**src/pkg/gdm_pkg.sv**
```systemverilog
// gdm_pkg: constants and carrier types for the gas detector register map.
// assumes a single 10 MHz clock and one request per cycle at most.
package gdm_pkg;

  // function codes
  localparam logic [7:0] FN_RD_HOLD   = 8'h03;
  localparam logic [7:0] FN_RD_INPUT  = 8'h04;
  localparam logic [7:0] FN_WR_SINGLE = 8'h06;
  localparam logic [7:0] FN_WR_MULTI  = 8'h10;

  // exception codes
  localparam logic [7:0] EXC_NONE      = 8'h00;
  localparam logic [7:0] EXC_ILL_FUNC  = 8'h01;
  localparam logic [7:0] EXC_ILL_ADDR  = 8'h02;
  localparam logic [7:0] EXC_ILL_VALUE = 8'h03;

  // holding register numbers
  localparam logic [15:0] HR_YEAR   = 16'h0001;
  localparam logic [15:0] HR_MONTH  = 16'h0002;
  localparam logic [15:0] HR_DAY    = 16'h0003;
  localparam logic [15:0] HR_HOUR   = 16'h0004;
  localparam logic [15:0] HR_MINUTE = 16'h0005;
  localparam logic [15:0] HR_SECOND = 16'h0006;
  localparam logic [15:0] HR_LOOP   = 16'h0007;
  localparam int          NUM_HOLD  = 7;

  // input register numbers
  localparam logic [15:0] IR_GAS_A       = 16'h0001;
  localparam logic [15:0] IR_GAS_B       = 16'h0002;
  localparam logic [15:0] IR_EXT_FIRST   = 16'h000C;
  localparam logic [15:0] IR_EXT_LAST    = 16'h0013;
  localparam logic [15:0] IR_L1_GAS_DAY  = 16'h0026;
  localparam logic [15:0] IR_L1_GAS_HOUR = 16'h0027;
  localparam logic [15:0] IR_L1_GAS_MIN  = 16'h0028;
  localparam logic [15:0] IR_L1_GAS_SEC  = 16'h0029;
  localparam int          NUM_EXT        = 8;

  // value limits
  localparam logic [15:0] YEAR_MAX    = 16'h00C8;
  localparam logic [15:0] MONTH_MIN   = 16'h0001;
  localparam logic [15:0] MONTH_MAX   = 16'h000C;
  localparam logic [15:0] DAY_MIN     = 16'h0001;
  localparam logic [15:0] DAY_MAX     = 16'h001F;
  localparam logic [15:0] HOUR_MAX    = 16'h0017;
  localparam logic [15:0] MINSEC_MAX  = 16'h003B;
  localparam logic [15:0] LOOP_MAX    = 16'h5208;
  localparam logic [15:0] GAS_SAT     = 16'hFFFF;
  localparam logic [15:0] DAYS_SHORT  = 16'h001E;
  localparam logic [15:0] DAYS_FEB    = 16'h001C;
  localparam logic [15:0] DAYS_LEAP   = 16'h001D;
  localparam int          EXT_SCALE   = 1000;

  // reset values, index = holding register number
  localparam logic [15:0] HOLD_RST [1:7] = '{16'h0000, 16'h0001, 16'h0001, 16'h0000,
                                              16'h0000, 16'h0000, 16'h0000};

  // one-second tick
  localparam int SEC_PERIOD_MS = 1000;
  localparam int CLK_PERIOD_NS = 100;
  localparam int SEC_CYCLES    = SEC_PERIOD_MS * 1000000 / CLK_PERIOD_NS;

  typedef struct packed {
    logic        valid;
    logic [7:0]  func;
    logic [15:0] addr;
    logic [15:0] wdata;
    logic        first;
    logic        last;
  } gdm_req_type;

  typedef struct packed {
    logic        valid;
    logic        exc;
    logic [7:0]  code;
    logic [15:0] data;
  } gdm_rsp_type;

  typedef struct packed {
    logic [15:0] year;
    logic [15:0] month;
    logic [15:0] day;
    logic [15:0] hour;
    logic [15:0] minute;
    logic [15:0] second;
  } gdm_time_type;

  typedef enum logic {MW_IDLE, MW_COLLECT} gdm_mw_state_type;

endpackage

```
**src/rtl/gdm_register_map.sv**
```systemverilog
// gdm_register_map: register map of the detector, with its running clock.
// assumes requests come decoded from a serial front end on the same clock.
//
// Summary of operation
// RL1 - input registers read-only, read by 0x04
// RL2 - simple gas inputs 1,2 saturate at 65535
// RL3 - extended value is product of pair/1000
// RL4 - extended gas 16-19, laser levels 12-15
// RL5 - holding registers read by 0x03
// RL6 - holding writes by 0x06 or 0x10
// RL7 - holding 1 is year from 2000, 0-200
// RL8 - holding 2 is month, 1-12
// RL9 - holding 3 is day, 1-31
// RL10 - holding 4 is hour, 0-23
// RL11 - holding 5 is minute, 0-59
// RL12 - holding 6 is second, 0-59
// RL13 - receiver holding 7 forced current, 0-21000
// RL14 - valid date/time write updates running clock
// RL15 - master should write 1-6 in one go
// RL16 - out-of-range write dropped with error response
// RL17 - multiple write applied in one update
// RL18 - writes to input registers are refused
module gdm_register_map
  import gdm_pkg::*;
#(
  parameter bit IS_RECEIVER = 1'b1,
  parameter int TICK_CYCLES = SEC_CYCLES
) (
  input  wire logic         clk,
  input  wire logic         rst,
  input  wire gdm_req_type  req,
  output gdm_rsp_type       rsp,
  input  wire logic [31:0]  gas_a_ppm,
  input  wire logic [31:0]  gas_b_ppm,
  input  wire logic [15:0]  ext_words [NUM_EXT],
  input  wire logic [15:0]  laser_one_last_gas_day,
  input  wire logic [15:0]  laser_one_last_gas_hour,
  input  wire logic [15:0]  laser_one_last_gas_minute,
  input  wire logic [15:0]  laser_one_last_gas_second,
  output gdm_time_type      rtc,
  output logic [15:0]       forced_loop_current
);

  gdm_mw_state_type mw_state_q;
  gdm_rsp_type      rsp_q;
  logic [15:0]      hold_q    [1:7];
  logic [15:0]      hold_d    [1:7];
  logic [15:0]      adv       [1:7];
  logic [15:0]      stg_q     [1:7];
  logic [15:0]      stg_next  [1:7];
  logic [7:0]       mask_q;
  logic [7:0]       mask_base;
  logic [7:0]       mask_next;
  logic [7:0]       err_q;
  logic [7:0]       err_base;
  logic [7:0]       err_next;
  logic [7:0]       word_code;
  logic [23:0]      tick_cnt_q;

  function automatic logic val_ok(input logic [15:0] a, input logic [15:0] v);
    case (a)
      HR_YEAR:   val_ok = (v <= YEAR_MAX);                          // RL7
      HR_MONTH:  val_ok = (v >= MONTH_MIN) && (v <= MONTH_MAX);     // RL8
      HR_DAY:    val_ok = (v >= DAY_MIN) && (v <= DAY_MAX);         // RL9
      HR_HOUR:   val_ok = (v <= HOUR_MAX);                          // RL10
      HR_MINUTE: val_ok = (v <= MINSEC_MAX);                        // RL11
      HR_SECOND: val_ok = (v <= MINSEC_MAX);                        // RL12
      HR_LOOP:   val_ok = (v <= LOOP_MAX);                          // RL13
      default:   val_ok = 1'b0;
    endcase
  endfunction

  function automatic logic [15:0] days_in(input logic [15:0] m, input logic [15:0] y);
    case (m)
      16'h0002: days_in = (y[1:0] == 2'h0) ? DAYS_LEAP : DAYS_FEB;
      16'h0004, 16'h0006, 16'h0009, 16'h000B: days_in = DAYS_SHORT;
      default: days_in = DAY_MAX;
    endcase
  endfunction

  // request decode
  wire is_rd_hold = req.valid && (req.func == FN_RD_HOLD);
  wire is_rd_in   = req.valid && (req.func == FN_RD_INPUT);
  wire is_wr1     = req.valid && (req.func == FN_WR_SINGLE);
  wire is_wrm     = req.valid && (req.func == FN_WR_MULTI);
  wire is_bad_fn  = req.valid && !(is_rd_hold || is_rd_in || is_wr1 || is_wrm);

  wire [15:0] hold_top   = IS_RECEIVER ? HR_LOOP : HR_SECOND;
  wire        hold_ok    = (req.addr >= HR_YEAR) && (req.addr <= hold_top);
  wire [2:0]  hold_idx   = req.addr[2:0];
  wire [15:0] hold_rdata = (hold_idx == 3'h0) ? 16'h0000 : hold_q[hold_idx];

  // input registers, receiver only
  wire        in_ext    = (req.addr >= IR_EXT_FIRST) && (req.addr <= IR_EXT_LAST);
  wire [2:0]  ext_idx   = 3'(req.addr - IR_EXT_FIRST);
  wire        in_l1     = (req.addr >= IR_L1_GAS_DAY) && (req.addr <= IR_L1_GAS_SEC);
  wire        in_ok     = IS_RECEIVER && ((req.addr == IR_GAS_A) || (req.addr == IR_GAS_B)
                                          || in_ext || in_l1);
  wire [15:0] gas_a_sat = (gas_a_ppm[31:16] != 16'h0000) ? GAS_SAT : gas_a_ppm[15:0]; // RL2
  wire [15:0] gas_b_sat = (gas_b_ppm[31:16] != 16'h0000) ? GAS_SAT : gas_b_ppm[15:0]; // RL2
  wire [15:0] in_rdata  =
      (req.addr == IR_GAS_A)       ? gas_a_sat :
      (req.addr == IR_GAS_B)       ? gas_b_sat :
      in_ext                       ? ext_words[ext_idx] :   // RL3 RL4
      (req.addr == IR_L1_GAS_DAY)  ? laser_one_last_gas_day :
      (req.addr == IR_L1_GAS_HOUR) ? laser_one_last_gas_hour :
      (req.addr == IR_L1_GAS_MIN)  ? laser_one_last_gas_minute :
      laser_one_last_gas_second;

  // write path: single write is a one-word multiple write
  wire wr_word  = is_wr1 || is_wrm;                                               // RL6
  wire wr_start = is_wr1 || req.first || (mw_state_q == MW_IDLE);
  wire wr_end   = is_wr1 || req.last;
  wire word_ok  = hold_ok && val_ok(req.addr, req.wdata);

  assign word_code = !hold_ok ? EXC_ILL_ADDR :                                    // RL18
                     !val_ok(req.addr, req.wdata) ? EXC_ILL_VALUE : EXC_NONE;     // RL16
  assign mask_base = wr_start ? 8'h00 : mask_q;
  assign err_base  = wr_start ? EXC_NONE : err_q;
  assign err_next  = (err_base != EXC_NONE) ? err_base : word_code;
  wire   commit    = wr_word && wr_end && (err_next == EXC_NONE);                 // RL16

  // running clock advance
  wire [23:0] tick_last = 24'(TICK_CYCLES - 1);
  wire        tick      = (tick_cnt_q == tick_last);
  wire        sec_wrap  = tick && (hold_q[6] >= MINSEC_MAX);
  wire        min_wrap  = sec_wrap && (hold_q[5] >= MINSEC_MAX);
  wire        hr_wrap   = min_wrap && (hold_q[4] >= HOUR_MAX);
  wire        day_wrap  = hr_wrap && (hold_q[3] >= days_in(hold_q[2], hold_q[1]));
  wire        mon_wrap  = day_wrap && (hold_q[2] >= MONTH_MAX);

  assign adv[6] = sec_wrap ? HOLD_RST[6] : (tick ? hold_q[6] + 16'h0001 : hold_q[6]);
  assign adv[5] = min_wrap ? HOLD_RST[5] : (sec_wrap ? hold_q[5] + 16'h0001 : hold_q[5]);
  assign adv[4] = hr_wrap ? HOLD_RST[4] : (min_wrap ? hold_q[4] + 16'h0001 : hold_q[4]);
  assign adv[3] = day_wrap ? HOLD_RST[3] : (hr_wrap ? hold_q[3] + 16'h0001 : hold_q[3]);
  assign adv[2] = mon_wrap ? HOLD_RST[2] : (day_wrap ? hold_q[2] + 16'h0001 : hold_q[2]);
  assign adv[1] = !mon_wrap ? hold_q[1] :
                  (hold_q[1] >= YEAR_MAX) ? HOLD_RST[1] : hold_q[1] + 16'h0001;
  assign adv[7] = hold_q[7];

  // staging and commit, one update for all written fields
  for (genvar i = 1; i <= NUM_HOLD; i++) begin : g_hold
    wire hit = word_ok && (req.addr == 16'(i));
    assign stg_next[i]  = (wr_word && hit) ? req.wdata : stg_q[i];
    assign mask_next[i] = mask_base[i] | (wr_word && hit);
    assign hold_d[i]    = (commit && mask_next[i]) ? stg_next[i] : adv[i]; // RL14 RL17
  end
  assign mask_next[0] = 1'b0;

  always_ff @(posedge clk or posedge rst) begin
    if (rst) begin
      for (int i = 1; i <= NUM_HOLD; i++) begin
        hold_q[i] <= HOLD_RST[i];
        stg_q[i]  <= HOLD_RST[i];
      end
    end else begin
      for (int i = 1; i <= NUM_HOLD; i++) begin
        hold_q[i] <= hold_d[i];
        stg_q[i]  <= stg_next[i];
      end
    end
  end

  always_ff @(posedge clk or posedge rst) begin
    if (rst) begin
      tick_cnt_q <= 24'h000000;
    end else begin
      tick_cnt_q <= tick ? 24'h000000 : tick_cnt_q + 24'h000001;
    end
  end

  always_ff @(posedge clk or posedge rst) begin
    if (rst) begin
      mw_state_q <= MW_IDLE;
      mask_q     <= 8'h00;
      err_q      <= EXC_NONE;
    end else if (wr_word) begin
      mw_state_q <= wr_end ? MW_IDLE : MW_COLLECT;
      mask_q     <= mask_next;
      err_q      <= err_next;
    end
  end

  // answer, one cycle after the request
  gdm_rsp_type rsp_d;
  always_comb begin
    rsp_d = '0;
    if (is_bad_fn) begin
      rsp_d = '{valid: 1'b1, exc: 1'b1, code: EXC_ILL_FUNC, data: 16'h0000};
    end else if (is_rd_hold) begin                                               // RL5
      rsp_d = '{valid: 1'b1, exc: !hold_ok, code: hold_ok ? EXC_NONE : EXC_ILL_ADDR,
                data: hold_ok ? hold_rdata : 16'h0000};
    end else if (is_rd_in) begin                                                 // RL1
      rsp_d = '{valid: 1'b1, exc: !in_ok, code: in_ok ? EXC_NONE : EXC_ILL_ADDR,
                data: in_ok ? in_rdata : 16'h0000};
    end else if (wr_word && wr_end) begin                                        // RL16
      rsp_d = '{valid: 1'b1, exc: (err_next != EXC_NONE), code: err_next, data: req.wdata};
    end
  end

  always_ff @(posedge clk or posedge rst) begin
    if (rst) begin
      rsp_q <= '0;
    end else begin
      rsp_q <= rsp_d;
    end
  end

  assign rsp                 = rsp_q;
  assign rtc                 = '{year: hold_q[1], month: hold_q[2], day: hold_q[3],
                                 hour: hold_q[4], minute: hold_q[5], second: hold_q[6]};
  assign forced_loop_current = hold_q[7];                                        // RL13
endmodule
```
**config.mk**
```make
export PLATFORM = sky130hd
export DESIGN_NAME = gdm_register_map
export DESIGN_NICKNAME = d
export VERILOG_FILES = /design/src/pkg/gdm_pkg.sv /design/src/rtl/gdm_register_map.sv
export SDC_FILE = /design/constraint.sdc
export NUM_CORES = 1
export LEC_CHECK = 0
export BUFFER_PORTS_ARGS = -buffer_cell sky130_fd_sc_hd__buf_2
export CORE_ASPECT_RATIO = 1.75
export CORE_UTILIZATION = 30
export DETAILED_ROUTE_END_ITERATION = 8
export GPL_TIMING_DRIVEN = 1
export MAX_ROUTING_LAYER = met4
export PLACE_DENSITY = 0.53
export SYNTH_ARGS = -nofsm -noshare
export SYNTH_HDL_FRONTEND = slang
export SYNTH_SLANG_ARGS = --single-unit
```
**constraint.sdc**
```tcl
create_clock -name clk -period 20.8 [get_ports clk]
set_input_delay 4.16 -clock clk [delete_from_list [all_inputs] [get_ports clk]]
set_output_delay 4.16 -clock clk [all_outputs]
set_load 0.02 [all_outputs]
```
Word level (Yosys, flattened, before mapping)
Index checks and enable logic that the tools add are counted.
- register bits after elaboration: 290
- input bits: 301
- output and inout bits: 138
- word-level logic and storage cells: 206
- add/sub/neg operators: 8
- order comparisons: 21
- eq/ne operators: 20
- mux-type cells: 58
- bitwise operators: 10
- reduce and logical (&&, ||, !) cells: 67
- operators with widths (kind ; number):
    two-way mux 16 bit ; 40
    two-way mux 26 bit ; 4
    adder 16 x 1 -> 16 bit, second input constant ; 6
    binary-select mux 16 bit (select 3 bit) ; 2
    == test 16 x 3 -> 1 bit, second input constant ; 6
    == test 16 x 2 -> 1 bit, second input constant ; 3
    == test 16 x 6 -> 1 bit, second input constant ; 3
    >= comparator 16 x 6 -> 1 bit, second input constant ; 3
    <= comparator 16 x 5 -> 1 bit, second input constant ; 3
    logical AND 1 bit ; 39
    == test 16 x 4 -> 1 bit, second input constant ; 2
    >= comparator 16 x 1 -> 1 bit, second input constant ; 2
    >= comparator 16 x 4 -> 1 bit, second input constant ; 2
    <= comparator 16 x 6 -> 1 bit, second input constant ; 2
    nonzero test 16 bit ; 2
    adder 24 x 1 -> 24 bit, second input constant ; 1
    == test 24 bit, second input constant ; 1
    two-way mux 24 bit ; 1
    two-way mux 8 bit ; 3
    == test 16 x 1 -> 1 bit, second input constant ; 1
    == test 8 x 3 -> 1 bit, second input constant ; 2
    >= comparator 16 bit ; 1
    >= comparator 16 x 5 -> 1 bit, second input constant ; 1
    >= comparator 16 x 8 -> 1 bit, second input constant ; 1
    other kinds (25) ; 53

Longest topological paths before layout
Gate-level depths: netlist of the first run.
- depth in word-level cells: 12
- gate-level depth with buffers: 15
- gate-level depth less buffers: 13

Least setup slack after synthesis of the first run
No wires, ideal clock.
- kind: input to register
- start: input req[27] (netlist bit)
- end: register hold_q (netlist bit rtc[3])
- library setup time: 0.128 ns
- arrival time: 6.574 ns
- data required time: 20.672 ns
- setup slack: 14.098 ns
- stages: 7
- path buffers: 0
- cells stage by stage: nor4_1 -> nand4b_2 -> or2_4 -> or3_1 -> nor4b_4 -> mux2_2 -> mux2_1
- RTL lines (item ; RTL line ; RTL):
    start: declaration ; gdm_register_map.sv:31 ; input wire gdm_req_type req,
    end signal: indexed assignment ; gdm_register_map.sv:153 ; hold_q[i] <= HOLD_RST[i];
    end signal: indexed assignment ; gdm_register_map.sv:158 ; hold_q[i] <= hold_d[i];
    end: declaration ; gdm_register_map.sv:46 ; logic [15:0] hold_q [1:7];

Worst setup path after layout of the first run
- start: input req[20] (netlist bit)
- end: register hold_q (netlist bit rtc[53])
- cells in the longest elaborated chain, start to end: 10
- elaborated cells between the ends (all ways): 25
- classes of those cells: 2 x order compare; 7 x eq/ne; 6 x mux; 1 x bitwise; 9 x reduce/logical
- RTL lines (item ; RTL line ; RTL):
    == test 16 x 3 -> 1 bit ; gdm_register_map.sv:61 ; case (a)
    OR reduction 2 bit (no source line) ; - ;
    one-hot mux 1 bit (6 select lines) ; gdm_register_map.sv:61 ;
    two-way mux 2 bit ; gdm_register_map.sv:117 ; !val_ok(req.addr, req.wdata) ? EXC_ILL_VALUE : EXC_NONE;
    two-way mux 2 bit ; gdm_register_map.sv:116 ; assign word_code = !hold_ok ? EXC_ILL_ADDR :
    two-way mux 8 bit ; gdm_register_map.sv:120 ; assign err_next = (err_base != EXC_NONE) ? err_base : word_code;
    logical NOT 8 bit ; gdm_register_map.sv:121 ; wire commit = wr_word && wr_end && (err_next == EXC_NONE);
    logical AND 1 bit ; gdm_register_map.sv:121 ;
    logical AND 1 bit ; gdm_register_map.sv:146 ; assign hold_d[i] = (commit && mask_next[i]) ? stg_next[i] : adv[i];
    nonzero test 3 bit (no source line) / two-way mux 16 bit (equally long branches) ; - ;
Parallel ways exist; a longest one is shown, timed or not.
A chain may end at the register's enable or synchronous reset.

==> results of run 1 <==
[stage by stage]
stage	setup WS, ns	util, %	std cells	cell area (um^2)
6_report	13.23	37.6	2614	19300
3_5_place_dp	12.69	35.8	2555	18400
4_1_cts	13.28	37.5	2608	19300
3_3_place_gp	12.82	35.8	2555	18400
5_1_grt	13.00	37.6	2614	19300
2_1_floorplan	8.64	-	1527	15600
[synthesized netlist by cell type (10+ instances only)]
| cell type | count |
|---|---|
| o31ai_1 | 20 |
| nand4_1 | 15 |
| xor2_1 | 10 |
| nor4_1 | 31 |
| o21a_1 | 18 |
| o21ai_0 | 77 |
| inv_1 | 47 |
| mux2_4 | 14 |
| nor2_1 | 82 |
| mux2_2 | 64 |
| a22o_1 | 12 |
| a21oi_1 | 96 |
| clkbuf_1 | 72 |
| and3_1 | 21 |
| xnor2_1 | 11 |
| o22ai_1 | 11 |
| buf_2 | 17 |
| nand3_1 | 117 |
| nor3_1 | 18 |
| a211oi_1 | 10 |
| and2_1 | 61 |
| o2111ai_1 | 17 |
| ha_1 | 13 |
| a221oi_1 | 14 |
| dfrtp_1 | 286 |
| mux4_2 | 48 |
| nand2_1 | 164 |
| mux2i_1 | 23 |
[power groups by stage]
stage	clock network [uW]	registers (uW)	logic, uW
6_report	520	565	99.0
5_1_grt	555	565	106
4_1_cts	534	565	98.7
3_5_place_dp	0	575	98.2
3_3_place_gp	0	576	97.5
2_1_floorplan	0	576	44.5
[flip-flops by register name (all words and copies together) (netlist names)]
signal,flops
stg_q,112
err_q,8
rtc,96
mask_q,7
mw_state_q,1
rsp,26
forced_loop_current,16
tick_cnt_q,24
[worst max-delay path, delay by kind of cell]
kind,cells,cell delay (ns)
AOI/OAI and AO/OA,5,2.75
and+or+nand+nor,1,0.59
buffers and inverters,2,0.44
[final timing paths]
check                                           from                    to
worst min register to register  stg_q[105]$_DFF_PP0_  stg_q[105]$_DFF_PP0_
worst max-delay path                         req[20]   rtc[53]$_DFFE_PP0P_
max in group asynchronous                        rst   stg_q[28]$_DFF_PP0_
worst max register to register   rtc[71]$_DFFE_PP0P_   rtc[82]$_DFFE_PP0P_
worst min-delay path            stg_q[105]$_DFF_PP0_  stg_q[105]$_DFF_PP0_
min in group asynchronous                        rst   stg_q[89]$_DFF_PP0_
[cell families (layout without fill, tap and decap cells)]
kind of cell               Yosys count  count (layout)  synth area share, %
and+or+nand+nor                    573             573                 18.9
AOI/OAI and AO/OA                  332             332                 13.8
DFF                                290             290                 46.6
muxes                              151             151                 14.5
buffers and inverters              147             556                 3.87
xor gates and xnor gates            21              21                 1.18
adders and majority gates           13              13                 1.04
other                                0               6                    0
[metal layers]
layer,vias to the layer above,routed length (um),GRT usage (%)
li1,6366,-,-
met1,7081,25100,28.9
met3,126,4320,4.14
met5,-,0,-
met4,0,3220,12.3
met2,647,32400,40.4
[final cells by class]
type / count / area [um^2]
clock buffers: 47 / 863
well taps: 672 / 841
flip-flops and latches: 290 / 7260
diodes: 6 / 15.0
repair buffers: 456 / 2340
multi-input cells: 1090 / 7720
clock inverters: 6 / 55.1
inverters: 47 / 184
fillers: 5186 / 32000
==> results.yml, run 1 <==
timing:
  tightest_slew_ns: 1.23
  finalMaxSlewViolations: 0
  layout_min_cycle_time_ns: 7.57
  slew-limit-headroom_pct: 18.2
  rsz0062_at_grt: "false"
  skew_ns: 0.0348
  finalSetupViolCount: 0
  finalHoldViolations: 0
  tns_ns: 0
  fin_crit_sh_pct: 36.4
  holdWs_ns: 0.451
  fmax_mhz: 132
grt:
  grt_pass1_vias: 14100
  grt_max_degree: 179
  grt_usage_pct: 24.5
  antenna_found_initial: 6
  grt_overflow: 0
  grt_pass1_wl_um: 93600
clock_tree:
  cts_inserted_buffers: 29
  clk_pin_slew_ns: 0.07
  cts_tree: "built"
  cts-resized-gates: 0
  postCtsHoldBufs: 0
  cts_sinks: 290
  clockRootBuffer: "clkbuf_16"
  clk_latency_ns: 0.59
  postCtsSetupBuffers: 0
  htree_levels: 1
  cts.path.max_buffers: 3
power:
  sequentialPowerShare_pct: 47.7
  power_switching_uw: 293
  combPwrFrac_pct: 8.4
  switching_share_pct: 24.7
  p_int_uw: 891
  ir_worst_vdd_v: 0.0000565
  finalPower_uw: 1180
  p_clk_share_pct: 43.9
  p_per_area_nw_per_um2: 61.4
  p_leak_uw: 0.00961
placement:
  port_buffers: 438
  dpl.hpwl_um: 49900
  gp_congestion: 0.877
critical_path:
  required_ns: 21.20
  critPathKind: "in2reg"
  reg2reg_depth: 11
  arrival_ns: 7.98
  cp_cell_sequence: "buf_2, buf_4, nor2_1, o2111ai_1, o22ai_1, o2111ai_2, a211oi_2, o21ai_0"
  crit_path_max_fanout: 57
  critPathMaxStageDelay_ns: 1.00
  crit_path_end_kind: "flop"
  crit_slowest_cell: "a211oi_2"
  r2r_setup_slack_ns: 16.94
  startpoint_type: "input port"
die:
  die_h_um: 303
  rows: 110
  die_w_um: 174
  num_io_pins: 439
  coreArea_um2: 51300
  start_util_pct: 30.3
  dieArea_um2: 52900
detailed_routing:
  avgRoutedWirePerCell_um: 24.9
  viasPerCell: 5.44
  antenna_left: 0
  drtIter0Drc: 1060
  drtPass1Iterations: 5
  routed_wl_um: 65000
  drc: 0
  vias: 14200
synthesis:
  synthDistinctLibCells: 70
  ys_ff_latch: 290
  async_flop_share_pct: 100
  ys_seq_area_share_pct: 46.6
  syn_area_um2: 15600
  yosysTopAreaCell: "dfrtp_1"
  synth_top_area_share_pct: 46.0
  synth_area_per_cell_um2: 10.2
  syn_inst: 1527
  synth_ff_type: "dfrtp_1"
  synth_edf_count: 0
  syn-num-nets: 1841
  yosys-top-cells-area: "dfrtp_1 (46%), mux4_2 (6.9%), mux2_2 (4.6%), nand2_1 (4.0%), nand3_1 (3.8%)"
  synth_warnings: 0
layout:
  mostFrequentLayoutCell: "buf_2"
  final_cell_mix: "buf_2 (436), dfrtp_1 (286), nand2_1 (164)"
  fin_nets: 2228
  drive_gt1_share_pct: 33.5
  area_delta_synth_final_pct: 23.9
worst_hold_path:
  min_path_cells: 2
  hold_class: "reg2reg"
flow_run:
  maxCapViolCount: 0
status:
  status: "complete, no violations"
Power figures use the tool's default switching activity.
==> inputs of run 2 (changes only) <==
Settings changed: ABC_AREA set to 1.
Clock period 20.8 ns to 7.1 ns, I/O delays scaled along.
==> results.yml, run 2 <==
status:
  status: "complete, no violations"
critical_path:
  arrival_ns: 5.13
  crit_path_end_kind: "flop"
  startpoint_type: "input port"
  required_ns: 7.53
  crit_path_max_fanout: 44
  critPathKind: "in2reg"
synthesis:
  synth_edf_count: 0
  synthDistinctLibCells: 53
  synth_warnings: 0
  yosysTopAreaCell: "dfrtp_1"
  synth_ff_type: "dfrtp_1"
  syn_area_um2: 16200
  synthTopCellsByCount: "nand2_1 (543), dfrtp_1 (286), inv_1 (266)"
  syn_inst: 2189
  synth_area_per_cell_um2: 7.40
  yosysMostFrequentCell: "nand2_1"
  synth_top_area_share_pct: 44.2
  ys_ff_latch: 290
  ys_seq_area_share_pct: 44.9
  syn-num-nets: 2503
  yosys-top-cells-area: "dfrtp_1 (44%), nand2_1 (13%), inv_1 (6.2%), o21ai_0 (5.5%), nand3_1 (5.2%)"
  async_flop_share_pct: 100
clock_tree:
  clk_latency_ns: 0.57
  clk_pin_slew_ns: 0.06
  postCtsHoldBufs: 0
  clockRootBuffer: "clkbuf_16"
  cts-resized-gates: 0
  postCtsSetupBuffers: 0
  cts_sinks: 290
  cts.path.max_buffers: 3
  cts_tree: "built"
  cts_inserted_buffers: 29
  htree_levels: 1
placement:
  dpl.hpwl_um: 59900
  dp_cells: 3246
  gp_congestion: 0.988
  port_buffers: 438
layout:
  mostFrequentLayoutCell: "nand2_1"
  fin_cells: 3309
  top_register: "stg_q"
  area_delta_synth_final_pct: 23.5
  largest_reg_flops: 112
  drive_gt1_share_pct: 21.4
  final_cell_mix: "nand2_1 (542), buf_2 (438), dfrtp_1 (286)"
  fin_nets: 2907
detailed_routing:
  antenna_left: 0
  vias: 17200
  drtIter0Drc: 1154
  routed_wl_um: 76400
  drtPass1Iterations: 6
  avgRoutedWirePerCell_um: 23.1
  drc: 0
  viasPerCell: 5.19
grt:
  grt_overflow: 0
  grt_pass1_vias: 17200
  grt_max_degree: 150
  grt_usage_pct: 28.2
  grt_pass1_wl_um: 109000
  antenna_found_initial: 10
die:
  coreArea_um2: 53300
  dieArea_um2: 54900
  start_util_pct: 30.4
  rows: 112
  die_w_um: 178
  die_h_um: 309
  num_io_pins: 439
timing:
  fmax_mhz: 213
  finalMaxSlewViolations: 0
  tns_ns: 0
  fin_crit_sh_pct: 66.2
  slew-limit-headroom_pct: 33.4
  tightest_slew_ns: 0.996
  rsz0062_at_grt: "false"
  finalSetupViolCount: 0
  holdWs_ns: 0.465
  skew_ns: 0.0125
  finalHoldViolations: 0
  layout_min_cycle_time_ns: 4.70
worst_hold_path:
  hold_class: "reg2reg"
flow_run:
  maxCapViolCount: 0
power:
  p_leak_uw: 0.0104
  ir_worst_vdd_v: 0.000157
  p_per_area_nw_per_um2: 177
[run 2: critical path, cell delays in order]
cell and delay (ns):
buf_2 0.07, buf_4 0.45, inv_2 0.45, nor2_2 0.31, nand4_1 0.13, nor2_1 0.21
nand2_1 0.49, nand2_1 0.48, nand4_2 0.45, nand2_1 0.45, o22ai_1 0.13
[run 2: per-layer routing]
layer / vias to the layer above / GRT usage, % / wire, um
li1: 8116 / - / -
met1: 8079 / 28.6 / 26700
met2: 796 / 49.2 / 38300
met3: 194 / 4.68 / 5510
met4: 0 / 19.5 / 5870
met5: - / - / 0
[run 2: final cells by class]
type | instances | area (um^2)
fillers | 5776 | 33200
flip-flops and latches | 290 | 7260
inverters | 272 | 1020
clock buffers | 39 | 823
well taps | 684 | 856
diodes | 10 | 25.0
multi-input cells | 1541 | 7520
repair buffers | 459 | 2380
clock inverters | 14 | 114
[run 2: cells by family after synthesis]
logic type,after synthesis,synth area share [%]
AOI/OAI and AO/OA,428,15.1
adders and majority gates,13,1.00
xor gates and xnor gates,18,0.974
DFF,290,44.9
and+or+nand+nor,1081,29.3
buffers and inverters,358,8.76
muxes,1,0.0695
[run 2: path summary, 6_finish.rpt]
kind,startpoint,end,slack (ns),depth (start not counted)
setup / recovery,req[20],rtc[47]$_DFFE_PP0P_,2.40,11
setup reg to reg,rtc[0]$_DFFE_PP0P_,rtc[86]$_DFFE_PP0P_,3.37,11
min in group asynchronous,rst,rsp[15]$_DFF_PP0_,1.02,3
hold reg to reg,stg_q[109]$_DFF_PP0_,stg_q[109]$_DFF_PP0_,0.47,2
max in group asynchronous,rst,rsp[24]$_DFF_PP0_,4.58,4
hold / removal,stg_q[109]$_DFF_PP0_,stg_q[109]$_DFF_PP0_,0.47,2
[run 2: through the flow]
step	setup WS (ns)	total power, uW	area, um^2	util (%)
floorplan	1.84	1840	16200	-
global placement	1.73	2020	19000	35.7
detailed placement	1.90	2020	19000	35.8
CTS	2.46	3560	20000	37.5
global route	2.10	3650	20000	37.6
finish	2.40	3530	20000	37.6
[run 2: where the power goes]
part | internal [uW] | switching, uW | leakage, uW
clock | 850 | 692 | 0.000448
sequential | 1660 | 3.03 | 0.00366
combinational | 107 | 223 | 0.00632
total | 2620 | 918 | 0.0104
==> inputs of run 3 (changes only) <==
Settings changed: PLACE_DENSITY 0.53 to 0.54.
Clock period 7.1 ns to 4 ns, I/O delays scaled along.
==> results.yml, run 3 (synthesis results as in run 2) <==
power:
  p_leak_uw: 0.0107
  finalPower_uw: 6440
  p_per_area_nw_per_um2: 315
  ir_worst_vdd_v: 0.000284
clock_tree:
  cts.path.max_buffers: 3
  cts_tree: "built"
  postCtsSetupBuffers: 0
  clockRootBuffer: "clkbuf_16"
  cts-resized-gates: 0
  clk_latency_ns: 0.58
  cts_sinks: 290
  postCtsHoldBufs: 0
  htree_levels: 1
  cts_inserted_buffers: 29
  clk_pin_slew_ns: 0.07
layout:
  drive_gt1_share_pct: 22.7
  area_delta_synth_final_pct: 26.2
  mostFrequentLayoutCell: "nand2_1"
  top_register: "stg_q"
  nFillCells: 5746
  fin_nets: 2957
  fin_cells: 3356
  final_cell_area_um2: 20400
  largest_reg_flops: 112
  fin_util_pct: 38.4
  seqCellArea_um2: 7260
  final_cell_mix: "nand2_1 (542), buf_2 (438), dfrtp_1 (286)"
  multi_input_area_um2: 7520
die:
  dieArea_um2: 54900
  start_util_pct: 30.4
  num_io_pins: 439
  die_h_um: 309
  rows: 112
  die_w_um: 178
  coreArea_um2: 53300
detailed_routing:
  routed_wl_um: 77800
  drc: 0
  viasPerCell: 5.21
  antenna_left: 0
  vias: 17500
  avgRoutedWirePerCell_um: 23.2
  drtPass1Iterations: 7
  drtIter0Drc: 1214
placement:
  placed_cell_area_um2: 19400
  dp_cells: 3296
  gp_congestion: 1.03
  port_buffers: 438
  dpl.hpwl_um: 62600
critical_path:
  r2r_setup_slack_ns: 0.64
  arrival_ns: 3.81
  crit_path_end_kind: "flop"
  crit_end: "rtc[93]$_DFFE_PP0P_"
  required_ns: 4.45
  crit_path_start: "rtc[1]$_DFFE_PP0P_"
  critPathMaxStageDelay_ns: 0.52
  reg2reg_to: "rtc[93]$_DFFE_PP0P_"
  reg2reg_depth: 12
  r2r_start: "rtc[1]$_DFFE_PP0P_"
  crit_slowest_cell: "dfrtp_1"
  critPathKind: "reg2reg"
  crit_path_max_fanout: 9
  startpoint_type: "flop"
  cp_cell_sequence: "ha_1, nor2_1, nor2_1, nand3_1, nand4_1, inv_1, nor2_4, nand3_2, nor2_2, nand2_2, nand2_2, o22ai_1"
timing:
  tightest_slew_ns: 1.02
  layout_min_cycle_time_ns: 3.36
  skew_ns: 0.0241
  slew-limit-headroom_pct: 31.5
  finalMaxSlewViolations: 0
  finalSetupViolCount: 0
  fin_crit_sh_pct: 83.9
  finalHoldViolations: 0
  fmax_mhz: 298
  rsz0062_at_grt: "false"
grt:
  grt_usage_pct: 28.8
  grt_pass1_wl_um: 111000
  antenna_found_initial: 11
  grt_overflow: 0
  grt_max_degree: 87
  grt_pass1_vias: 17500
worst_hold_path:
  hold_class: "in2async"
flow_run:
  maxCapViolCount: 0
status:
  status: "complete, no violations"
==> run 3: layout make-up <==
cell class / count / share of cell area (%)
multi-input cells: 1541 / 36.8
flip-flops and latches: 290 / 35.5
repair buffers: 509 / 13.6
inverters: 272 / 5.02
well taps: 684 / 4.19
clock buffers: 40 / 3.95
clock inverters: 10 / 0.802
diodes: 10 / 0.122
==> run 3: per-layer routing <==
metal	track usage, %	wire [um]	vias to the layer above
met5	-	0	-
met4	17.6	5380	0
met3	4.80	6050	181
met2	50.2	38700	849
met1	30.1	27700	8255
li1	-	-	8208
==> run 3: how the worst min path moves through the flow <==
stage | to | cells past startpoint
final | stg_q[5]$_DFF_PP0_ | 2
after global placement | stg_q[61]$_DFF_PP0_ | 2
after detailed placement | stg_q[55]$_DFF_PP0_ | 2
after global routing | stg_q[5]$_DFF_PP0_ | 2
after CTS | stg_q[101]$_DFF_PP0_ | 2
after floorplan | stg_q[104]$_DFF_PP0_ | 2
==> run 3: metrics by stage <==
stage	TNS, ns	worst slack, ns	hold slack (ns)
after floorplan	-184.16	-0.644	0.431
after global placement	0	0.403	0.445
after detailed placement	0	0.386	0.450
after CTS	0	0.706	0.376
after global routing	0	0.566	0.418
final	0	0.642	0.376
==> run 3: worst max-delay path, delay by kind of cell, from the launching register on <==
kind | cells | cell delay, ns
AOI/OAI and AO/OA | 1 | 0.10
buffers and inverters | 1 | 0.14
and+or+nand+nor | 9 | 2.17
DFF | 1 | 0.52
adders and majority gates | 1 | 0.27
==> run 3: power by group <==
part           internal [uW]  total (uW)  switching (uW)
sequential              2950        2950            6.18
combinational            208         609             401
clock                   1670        2880            1210
total                   4820        6440            1620
